==> config.mk <==
export PLATFORM = sky130hd
export DESIGN_NAME = pmt_timer
export DESIGN_NICKNAME = d
export VERILOG_FILES = /design/src/pmt_pkg.sv /design/src/pmt_div.sv /design/src/pmt_timer.sv
export VERILOG_INCLUDE_DIRS = /design/src
export SDC_FILE = /design/constraint.sdc
export NUM_CORES = 1
export LEC_CHECK = 0
export BUFFER_PORTS_ARGS = -buffer_cell sky130_fd_sc_hd__buf_2
export CORE_UTILIZATION = 45
export DETAILED_ROUTE_END_ITERATION = 10
export GPL_TIMING_DRIVEN = 0
export PLACE_DENSITY = 0.72
export RECOVER_POWER = 50
export SLEW_MARGIN = 25
export SYNTH_ARGS = -nofsm -noshare
export SYNTH_HDL_FRONTEND = slang
export SYNTH_SLANG_ARGS = --single-unit
==> constraint.sdc <==
create_clock -name sys_clk -period 2.4 [get_ports sys_clk]
set_input_delay 0.24 -clock sys_clk [delete_from_list [all_inputs] [get_ports sys_clk]]
set_output_delay 0.24 -clock sys_clk [all_outputs]
set_load 0.01 [all_outputs]
==> src/pmt_consts.svh <==
`ifndef PMT_CONSTS_SVH
`define PMT_CONSTS_SVH
// Behaviour
// - Timer ticks at system clock divided by four
// - Count advances from zero per prescaled tick
// - Count equal to period raises match
// - Next tick after match clears count, clocks postscaler
// - Reset clears count, period becomes all ones
// - Count/control writes and reset clear scalers
// - Control write leaves count untouched
// - Postscaler reaching ratio sets match flag
// - Interrupt request only when enable bit set
// - Postscale ratio is code plus one
// - Control bit 2 switches timer on
// - Control bit 7 reads zero
// - Match pulse synchronous, offered to peripherals
// - Sleep stops timer, registers hold
// - Count and period readable and writable
// - Duty reload strobe at count clear
// - Postscaler never alters match timing

// Register byte addresses on APB
`define PMT_ADDR_COUNT    12'h000
`define PMT_ADDR_PERIOD   12'h004
`define PMT_ADDR_CONTROL  12'h008
`define PMT_ADDR_IRQ_REQ  12'h00c
`define PMT_ADDR_IRQ_EN   12'h010
// Field positions
`define PMT_CTL_ON_BIT    2
`define PMT_CTL_PS_LSB    0
`define PMT_CTL_POS_LSB   3
`define PMT_IRQ_BIT       1
// Reset values
`define PMT_COUNT_RST     8'h00
`define PMT_PERIOD_RST    8'hff
`define PMT_CONTROL_RST   7'h00
// Instruction clock divide ratio
`define PMT_INSTR_DIV     4
`endif

==> src/pmt_pkg.sv <==
package pmt_pkg;
  typedef logic [7:0] pmt_byte_t;
  typedef enum logic [1:0] {PMT_PS_1, PMT_PS_4, PMT_PS_16, PMT_PS_64}
    pmt_ps_t;
endpackage

==> src/pmt_div.sv <==
`timescale 1ns/1ps
// Divider producing a one-cycle enable every DIV cycles while run is high
module pmt_div #(
  parameter int DIV = 4
) (
  input  wire logic sys_clk,   // System clock
  input  wire logic sys_rst,   // Sync reset
  input  wire logic clr,       // Restart count
  input  wire logic run,       // Advance enable
  output logic      tick       // One-cycle enable
);
  localparam int W = (DIV > 1) ? $clog2(DIV) : 1;
  logic [W-1:0] cnt_r;
  wire last = (cnt_r == W'(DIV - 1));

  assign tick = run & last;

  // Count only while run so the phase holds when stopped
  always_ff @(posedge sys_clk)
  begin
    if (sys_rst || clr)
      cnt_r <= '0;
    else if (run)
      cnt_r <= last ? '0 : cnt_r + 1'b1;
  end
endmodule // pmt_div

==> src/pmt_timer.sv <==
`timescale 1ns/1ps
`include "pmt_consts.svh"
module pmt_timer (
  input  wire logic        sys_clk,      // 100 MHz clock
  input  wire logic        sys_rst,      // Sync reset, high
  input  wire logic        soft_rst,     // Other reset source pulse
  input  wire logic        sleep,        // Processor asleep
  input  wire logic        psel,         // APB select
  input  wire logic        penable,      // APB access phase
  input  wire logic        pwrite,       // APB direction
  input  wire logic [11:0] paddr,        // APB byte address
  input  wire logic [31:0] pwdata,       // APB write data
  output logic      [31:0] prdata,       // APB read data
  output logic             pready,       // APB ready
  output logic             pslverr,      // APB error
  output logic             period_match_pulse, // Match to peripherals
  output logic             duty_reload,  // Count clear strobe
  output logic             match_irq     // Gated interrupt request
);
  import pmt_pkg::*;

  // Registers
  pmt_byte_t   timer_count_r;
  pmt_byte_t   period_value_r;
  logic [6:0]  timer_control_r;
  logic        match_irq_flag_r;
  logic        match_irq_enable_r;
  logic [5:0]  pre_cnt_r;
  logic [3:0]  post_cnt_r;
  logic        match_r;
  logic        any_rst;

  // APB decode; every access completes in its first access cycle
  wire acc       = psel & penable;
  wire wr        = acc & pwrite;
  wire hit_cnt   = (paddr == `PMT_ADDR_COUNT);
  wire hit_per   = (paddr == `PMT_ADDR_PERIOD);
  wire hit_ctl   = (paddr == `PMT_ADDR_CONTROL);
  wire hit_req   = (paddr == `PMT_ADDR_IRQ_REQ);
  wire hit_en    = (paddr == `PMT_ADDR_IRQ_EN);
  wire mapped    = hit_cnt | hit_per | hit_ctl | hit_req | hit_en;
  wire wr_cnt    = wr & hit_cnt;
  wire wr_per    = wr & hit_per;
  wire wr_ctl    = wr & hit_ctl;
  wire wr_req    = wr & hit_req;
  wire wr_en     = wr & hit_en;

  assign pready  = 1'b1;
  assign pslverr = acc & ~mapped;
  assign any_rst = sys_rst | soft_rst;

  // Control fields
  wire       timer_on = timer_control_r[`PMT_CTL_ON_BIT];
  wire [1:0] ps_sel   = timer_control_r[`PMT_CTL_PS_LSB +: 2];
  wire [3:0] pos_sel  = timer_control_r[`PMT_CTL_POS_LSB +: 4];

  // Timer runs only when on and awake
  wire run = timer_on & ~sleep;

  // Instruction clock enable, system clock divided by four
  logic instr_tick;
  pmt_div #(
    .DIV (`PMT_INSTR_DIV)
  ) u_instr_div (
    .sys_clk (sys_clk),
    .sys_rst (sys_rst),
    .clr     (soft_rst),                               // Every reset restarts it
    .run     (~sleep),
    .tick    (instr_tick)
  );

  // Scalers clear on count write, control write or any reset
  wire scaler_clr = any_rst | wr_cnt | wr_ctl;

  // Prescaler terminal count by select code
  logic pre_last;
  always_comb
  begin
    unique case (pmt_ps_t'(ps_sel))
      PMT_PS_1:  pre_last = 1'b1;
      PMT_PS_4:  pre_last = (pre_cnt_r[1:0] == 2'h3);
      PMT_PS_16: pre_last = (pre_cnt_r[3:0] == 4'hf);
      PMT_PS_64: pre_last = (pre_cnt_r == 6'h3f);
    endcase
  end

  // Increment strobe; a tick landing on a scaler clear is dropped, so a
  // control write can never move the count in the same cycle
  wire step = run & instr_tick;
  wire inc  = step & pre_last & ~scaler_clr;

  // Prescaler holds when stopped
  always_ff @(posedge sys_clk)
  begin
    if (scaler_clr)
      pre_cnt_r <= '0;
    else if (step)
      pre_cnt_r <= pre_last ? 6'h00 : pre_cnt_r + 6'h01;
  end

  // Comparator; equality alone would hold for a whole tick, so match is
  // qualified with the increment edge to form a single-cycle pulse
  wire equal = (timer_count_r == period_value_r);
  wire match_now = inc & equal;

  // Count: clears on match increment, else advances
  always_ff @(posedge sys_clk)
  begin
    if (any_rst)
      timer_count_r <= `PMT_COUNT_RST;
    else if (wr_cnt)
      timer_count_r <= pwdata[7:0];
    else if (match_now)
      timer_count_r <= `PMT_COUNT_RST;
    else if (inc)
      timer_count_r <= timer_count_r + 8'h01;
  end

  // Period register
  always_ff @(posedge sys_clk)
  begin
    if (any_rst)
      period_value_r <= `PMT_PERIOD_RST;
    else if (wr_per)
      period_value_r <= pwdata[7:0];
  end

  // Control register; count is not touched here
  always_ff @(posedge sys_clk)
  begin
    if (any_rst)
      timer_control_r <= `PMT_CONTROL_RST;
    else if (wr_ctl)
      timer_control_r <= pwdata[6:0];
  end

  // Registered match pulse, one system cycle, lands with the count clear
  always_ff @(posedge sys_clk)
  begin
    if (any_rst)
      match_r <= 1'b0;
    else
      match_r <= match_now;
  end

  assign period_match_pulse = match_r;
  assign duty_reload        = match_r;

  // Postscaler counts matches; ratio is code plus one
  wire post_last = (post_cnt_r == pos_sel);
  always_ff @(posedge sys_clk)
  begin
    if (scaler_clr)
      post_cnt_r <= '0;
    else if (match_r)
      post_cnt_r <= post_last ? 4'h0 : post_cnt_r + 4'h1;
  end

  // Flag rate follows the postscaler; match timing never does
  wire flag_set = match_r & post_last;

  // Flag is sticky; a set wins over a software clear
  always_ff @(posedge sys_clk)
  begin
    if (any_rst)
      match_irq_flag_r <= 1'b0;
    else if (flag_set)
      match_irq_flag_r <= 1'b1;
    else if (wr_req)
      match_irq_flag_r <= pwdata[`PMT_IRQ_BIT];
  end

  // Interrupt enable bit, software owned
  always_ff @(posedge sys_clk)
  begin
    if (any_rst)
      match_irq_enable_r <= 1'b0;
    else if (wr_en)
      match_irq_enable_r <= pwdata[`PMT_IRQ_BIT];
  end

  assign match_irq = match_irq_flag_r & match_irq_enable_r;

  // Read mux; bit 7 of control is always zero
  logic [31:0] rd_mux;
  always_comb
  begin
    rd_mux = 32'h0000_0000;
    if (hit_cnt)
      rd_mux = {24'h00_0000, timer_count_r};
    else if (hit_per)
      rd_mux = {24'h00_0000, period_value_r};
    else if (hit_ctl)
      rd_mux = {25'h000_0000, timer_control_r};
    else if (hit_req)
      rd_mux = {30'h0000_0000, match_irq_flag_r, 1'b0};
    else if (hit_en)
      rd_mux = {30'h0000_0000, match_irq_enable_r, 1'b0};
  end

  // Read data from flip-flops, captured in the setup cycle
  always_ff @(posedge sys_clk)
  begin
    if (sys_rst)
      prdata <= 32'h0000_0000;
    else if (psel & ~penable & ~pwrite)
      prdata <= rd_mux;
  end

  // Assertions

  // Match clears the count on the following cycle
  match_clears_a: assert property (
    @(posedge sys_clk) disable iff (any_rst)
    match_now && !wr_cnt |=> timer_count_r == 8'h00 && period_match_pulse)
    else $error("count not cleared after match");

  // A match pulse follows a cycle of equal count and period
  match_equal_a: assert property (
    @(posedge sys_clk) disable iff (any_rst)
    period_match_pulse |-> $past(timer_count_r) == $past(period_value_r))
    else $error("match without equality");

  // Stopped timer neither counts nor matches
  off_hold_a: assert property (
    @(posedge sys_clk) disable iff (any_rst)
    !timer_on && !wr_cnt |=> $stable(timer_count_r) && !period_match_pulse)
    else $error("count moved while off");

  // Sleep freezes both count and period
  sleep_hold_a: assert property (
    @(posedge sys_clk) disable iff (any_rst)
    sleep && !wr_cnt && !wr_per |=> $stable(timer_count_r)
      && $stable(period_value_r))
    else $error("registers changed in sleep");

  // Control write keeps the count, restarts the prescaler
  ctl_keeps_a: assert property (
    @(posedge sys_clk) disable iff (any_rst)
    wr_ctl |=> $stable(timer_count_r) && pre_cnt_r == 6'h00)
    else $error("control write disturbed count");

  // Any reset source restores count and period
  rst_vals_a: assert property (
    @(posedge sys_clk)
    any_rst |=> timer_count_r == 8'h00 && period_value_r == 8'hff)
    else $error("bad reset values");

  // Postscaler terminal match latches the flag
  flag_set_a: assert property (
    @(posedge sys_clk) disable iff (any_rst)
    flag_set |=> match_irq_flag_r)
    else $error("flag not latched");

  // Clearing the enable silences the request
  irq_gate_a: assert property (
    @(posedge sys_clk) disable iff (any_rst)
    wr_en && !pwdata[`PMT_IRQ_BIT] |=> !match_irq)
    else $error("irq without enable");

  // Match strobe lasts one system cycle
  pulse_one_a: assert property (
    @(posedge sys_clk) disable iff (any_rst)
    period_match_pulse |=> !period_match_pulse)
    else $error("match pulse too long");

  // Code zero flags every match
  ratio_one_a: assert property (
    @(posedge sys_clk) disable iff (any_rst)
    match_r && pos_sel == 4'h0 |=> match_irq_flag_r)
    else $error("1:1 postscale missed");

  // Undivided increments are four system cycles apart
  pre_one_a: assert property (
    @(posedge sys_clk) disable iff (any_rst)
    inc && ps_sel == 2'h0 |=> !inc ##1 !inc ##1 !inc)
    else $error("instruction clock not divided by four");

  // No stray strobe right after a reset
  pulse_rst_a: assert property (
    @(posedge sys_clk)
    any_rst |=> !period_match_pulse)
    else $error("match pulse after reset");

  // Count and control writes and resets leave both scalers at zero
  scaler_clr_a: assert property (
    @(posedge sys_clk) disable iff (any_rst)
    scaler_clr |=> pre_cnt_r == 6'h00 && post_cnt_r == 4'h0)
    else $error("scaler not cleared");

  // Prescaler keeps its phase while stopped
  pre_hold_a: assert property (
    @(posedge sys_clk) disable iff (any_rst)
    !run && !scaler_clr |=> $stable(pre_cnt_r))
    else $error("prescaler moved while stopped");

  // Prescaler frozen in sleep
  sleep_pre_a: assert property (
    @(posedge sys_clk) disable iff (any_rst)
    sleep && !scaler_clr |=> $stable(pre_cnt_r))
    else $error("prescaler moved in sleep");

  // Count write lands as written
  cnt_write_a: assert property (
    @(posedge sys_clk) disable iff (any_rst)
    wr_cnt |=> timer_count_r == $past(pwdata[7:0]))
    else $error("count write lost");

  // Period write lands as written
  per_write_a: assert property (
    @(posedge sys_clk) disable iff (any_rst)
    wr_per |=> period_value_r == $past(pwdata[7:0]))
    else $error("period write lost");

  // Increment without match adds exactly one
  inc_step_a: assert property (
    @(posedge sys_clk) disable iff (any_rst)
    inc && !match_now && !wr_cnt |=>
      timer_count_r == $past(timer_count_r) + 8'h01)
    else $error("count did not step by one");

  // Count moves only on an increment or a write
  no_tick_a: assert property (
    @(posedge sys_clk) disable iff (any_rst)
    !inc && !wr_cnt |=> $stable(timer_count_r))
    else $error("count moved without tick");

  // Unused control bit reads back as zero
  ctl_bit7_a: assert property (
    @(posedge sys_clk) disable iff (any_rst)
    psel && !penable && !pwrite && hit_ctl |=> prdata[7] == 1'b0)
    else $error("control bit 7 read as one");

  // Flag sticks until software writes it
  flag_hold_a: assert property (
    @(posedge sys_clk) disable iff (any_rst)
    match_irq_flag_r && !wr_req |=> match_irq_flag_r)
    else $error("flag dropped on its own");

  // Flag rises only on a postscaler event or a software write
  flag_quiet_a: assert property (
    @(posedge sys_clk) disable iff (any_rst)
    !match_irq_flag_r && !flag_set && !wr_req |=> !match_irq_flag_r)
    else $error("flag rose without match");
endmodule // pmt_timer

==> flow_results.org <==
** Global routing
- Maximum number of pins on one net before global-route repair :: 16
- The first global-routing pass estimated 9790 um of wire.
- The number of global-route vias before repair came to 2090.
- Initial antenna violation count :: 0
- Tot GR Track Use :: roughly 20%
- Overflow left after global routing :: 0

** Worst setup path
- Data on the critical path arrives at its endpoint at roughly 2.4 ns.
- Delay of the slowest cell on the worst path :: roughly 0.44 ns
- The worst register-to-register path begins at pre_cnt_r[0].
- The setup path with the least slack is of type flip-flop to flip-flop.
- Kind of start point of the critical path :: flip-flop
- Peak fanout along the critical path :: 5
- CP Cell Sequence :: ha_1 -> nand3_1 -> a221oi_4 -> nand4_1 -> a311oi_1 -> o41ai_2 -> o311a_1
- On the critical path, the stage with the largest delay is an instance of sky130_fd_sc_hd__a221oi_4.
- The most critical setup path has its endpoint at timer_count_r[3].
- Setup slack of the worst register-to-register path :: about 0.23 ns
- Capturing element type of the critical path :: flip-flop
- Data on the critical path is required at its endpoint by 2.59 ns.
- In this run the critical register-to-register path is captured at timer_count_r[3].
- Measured in cells, the most critical reg-to-reg path has a length of 7.
- In this run the worst setup path begins at pre_cnt_r[0].

** Logic synthesis
- In the post-synthesis netlist, the biggest area contributors are sky130_fd_sc_hd__dfxtp_1, sky130_fd_sc_hd__buf_4, sky130_fd_sc_hd__nand2_1.
- In this run, synthesis produced a sequential element count of 46.
- Post-synthesis cell type with the largest combined area :: sky130_fd_sc_hd__dfxtp_1
- Distinct cell type count after synthesis :: 49
- Summing every instance area after synthesis gives around 0.0026 mm2.
- Post-Synthesis Cells :: 334
- Sequential cells were found to cover between 30% and 40% of the synthesized design area.
- Number of enable flip-flop cells after synthesis :: 0
- Avg Inst Size Synth :: roughly 7.9 um2
- Fraction of post-synthesis cell area in the top cell type by area :: a little over a third
- The Yosys step of the flow raised 0 warnings.
- Of all flip-flops after synthesis, the portion carrying an async set or reset was 0%.
- Among all flip-flop cells after synthesis, the most frequent one is sky130_fd_sc_hd__dfxtp_1.

** Timing
- Max Clock Skew :: ~0.008 ns
- Setup slack after layout :: around 0.23 ns
- Worst-case headroom to the max-slew limit :: 46.6%
- Of the available clock period, the critical path in the final layout requires between 90% and 100%.
- The number of max-slew violations in the final report came to 0.
- Setup repair after global routing left no endpoint under its margin.
- Hold Vio Cnt, Final :: 0
- Post-layout min period :: around 2.2 ns
- At the pin with the least slew margin, the transition time is a little under 0.8 ns.
- Derived from the worst setup path, the maximum achievable clock frequency is about 460 MHz.
- Endpoints failing setup :: 0
- Setup total negative slack on the finished layout was measured at 0 ns.

** Layout
- Count of filler cells inserted in the layout :: around 560
- With fillers left out, the area of the finished cells amounts to 0.00312 mm2.
- Leaving out fill and tap cells, the most frequent cell in the layout is sky130_fd_sc_hd__nand2_1.
- Antenna fix cells :: 0
- Nets@finish :: about 450
- Share of post-route cells with drive strength above 1 :: about 18%
- The library cells used most frequently in the layout, excluding fill and tap cells, are sky130_fd_sc_hd__nand2_1, sky130_fd_sc_hd__dfxtp_1, sky130_fd_sc_hd__nor2_1.
- Area Overhead vs Synth :: 17.9%

** Clock tree
- Once the clock tree was built, the setup fixing pass inserted 0 buffers.
- After clock tree synthesis, the clock-pin slew on the worst setup and hold paths is ~0.09 ns.
- The clock reaches the later pin of the worst-skew pair after roughly 0.3 ns.
- The cell sitting at the root of the clock tree is a sky130_fd_sc_hd__clkbuf_8.
- TritonCTS built the clock tree.
- Counting along the longest clock path gives a buffer depth of 2.
- In this run the number of H-tree levels came out at 2.
- Clock tree synthesis inserted a total of 5 buffers.
- The tree built by TritonCTS fans out to 46 sinks.
- Buffers inserted to repair hold after CTS numbered 0.
- Post_cts resized :: 0

** Place
- The HPWL after detailed placement is roughly 4700 um.
- Placed cell area :: approximately 0.003 mm2
- Port buffering added 35 buffers.
- At the end of routability-driven placement, the weighted congestion stood at between 0.9 and 1.
- Post-placement worst setup slack :: -0.0164 ns

** Floorplanning
- Effective utilization at floorplan :: between 40 and 50%
- Row generation in the floorplan step produced 27 rows.
- Pin placement for this block handled 88 I/O pins.
- The die is 78.7 um wide.
- CORE AREA :: around 0.0056 mm2
- The die is 78.7 um tall.
- Full die area :: approximately 0.0062 mm2

** Detailed routing
- The detailed router placed approximately 2400 vias in this run.
- In this run the remaining antenna-violating nets after routing total 0.
- In the routed design, unresolved DRC markers number 0.
- Via count normalized by instance count :: 5.13
- For this block, the routed nets add up to approximately 6000 um of wire.
- The first TritonRoute pass finished after 4 iterations.
- Routed length per instance :: 12.8 um
- In this run, the number of DRC markers left after iteration 0 of detailed routing was between 150 and 200.

** Worst hold path
- The worst hold path begins at pwdata[7].
- The worst hold path belongs to the class input port to flip-flop.

** Job
- Max-cap violations in this run came to 0.

** Run status
- The run finished with clean final reports.

** Power
- In this run the static leakage power is approximately 0.0013 uW.
- Power spread over the standard cell area amounts to about 480 mW/mm2.
- IR analysis of the VDD net gives a maximum drop of 0.268 mV.
==> kinds of logic after synthesis <==
family,Yosys count,synth area share [%]
adders and majority gates,4,1.89
AOI/OAI and AO/OA,56,14.3
buffers and inverters,41,9.84
muxes,11,4.16
DFF,46,34.8
xor gates and xnor gates,18,5.96
and+or+nand+nor,156,28.7
other,2,0.284
==> Yosys cell counts, types with 3 or more instances <==
cell	n
sky130_fd_sc_hd__ha_1	4
sky130_fd_sc_hd__or2_1	3
sky130_fd_sc_hd__nor2_1	39
sky130_fd_sc_hd__nand3_1	15
sky130_fd_sc_hd__xor2_1	14
sky130_fd_sc_hd__mux2i_1	11
sky130_fd_sc_hd__clkbuf_1	9
sky130_fd_sc_hd__nor2b_1	3
sky130_fd_sc_hd__nor3_1	8
sky130_fd_sc_hd__nand4_1	6
sky130_fd_sc_hd__a21oi_1	26
sky130_fd_sc_hd__nor3b_1	3
sky130_fd_sc_hd__buf_4	26
sky130_fd_sc_hd__dfxtp_1	46
sky130_fd_sc_hd__and3_1	4
sky130_fd_sc_hd__inv_1	4
sky130_fd_sc_hd__nand2_1	48
sky130_fd_sc_hd__nor4_1	7
sky130_fd_sc_hd__o21ai_0	4
sky130_fd_sc_hd__xnor2_1	4
sky130_fd_sc_hd__a22oi_1	3
sky130_fd_sc_hd__nand2b_1	5
sky130_fd_sc_hd__and2_1	5
sky130_fd_sc_hd__a211oi_1	6
==> how the worst min path moves through the flow <==
stage | end | slack (ns) | depth (start not counted)
5_1_grt | period_value_r[5] | 0.18 | 3
4_1_cts | period_value_r[7] | 0.17 | 3
3_5_place_dp | prdata[1] | 0.46 | 2
6_report | period_value_r[7] | 0.17 | 3
2_1_floorplan | period_value_r[3] | 0.36 | 2
3_3_place_gp | prdata[1] | 0.46 | 2
==> power by group <==
part / total, uW / switching [uW] / internal, uW
clock: 590 / 280 / 310
combinational: 145 / 81.7 / 63.5
sequential: 773 / 3.56 / 769
==> per-layer routing <==
metal / vias up / share of wire, % / GRT usage [%]
met5: - / 0 / 0
met4: 0 / 1.4 / 6.11
met3: 8 / 6.4 / 4.30
met2: 84 / 46 / 33.5
met1: 1082 / 46 / 25.9
li1: 1248 / - / -
==> registers in the layout, indices dropped and copies added, names as in the netlist <==
signal              cells
timer_control_r         7
duty_reload             1
period_value_r          8
prdata                  8
match_irq_flag_r        1
match_irq_enable_r      1
pre_cnt_r               6
timer_count_r           8
post_cnt_r              4
u_instr_div.cnt_r       2
==> stage by stage <==
step           hold slack (ns)  power (uW)  std cells  utilization [%]
2_1_floorplan            0.364         887        357                -
3_3_place_gp             0.457         934        464             53.7
3_5_place_dp             0.463         935        464             53.8
4_1_cts                  0.169        1520        472             55.9
5_1_grt                  0.179        1570        472             55.9
6_report                 0.172        1510        472             55.9
==> layout make-up <==
type                            instances  area [um2]  area share, %
Inverter                                4        15.0          0.482
Tap cell                               72        90.1           2.89
Sequential cell                        46         921           29.5
Timing Repair Buffer                   35         164           5.26
Multi-Input combinational cell        270        1570           50.3
Clock inverter                          3        45.0           1.44
Buffer                                 37         245           7.87
Clock buffer                            5        68.8           2.21
==> critical path, delay by kind of cell, from the launching register on <==
family                   cells  cell delay, ns
AO/OA/AOI/OAI                4            1.02
AND/OR/NAND/NOR              2            0.46
flip-flops                   1            0.38
adder cells (fa/ha/maj)      1            0.20
Note: power is estimated with default switching activity, not from simulation.
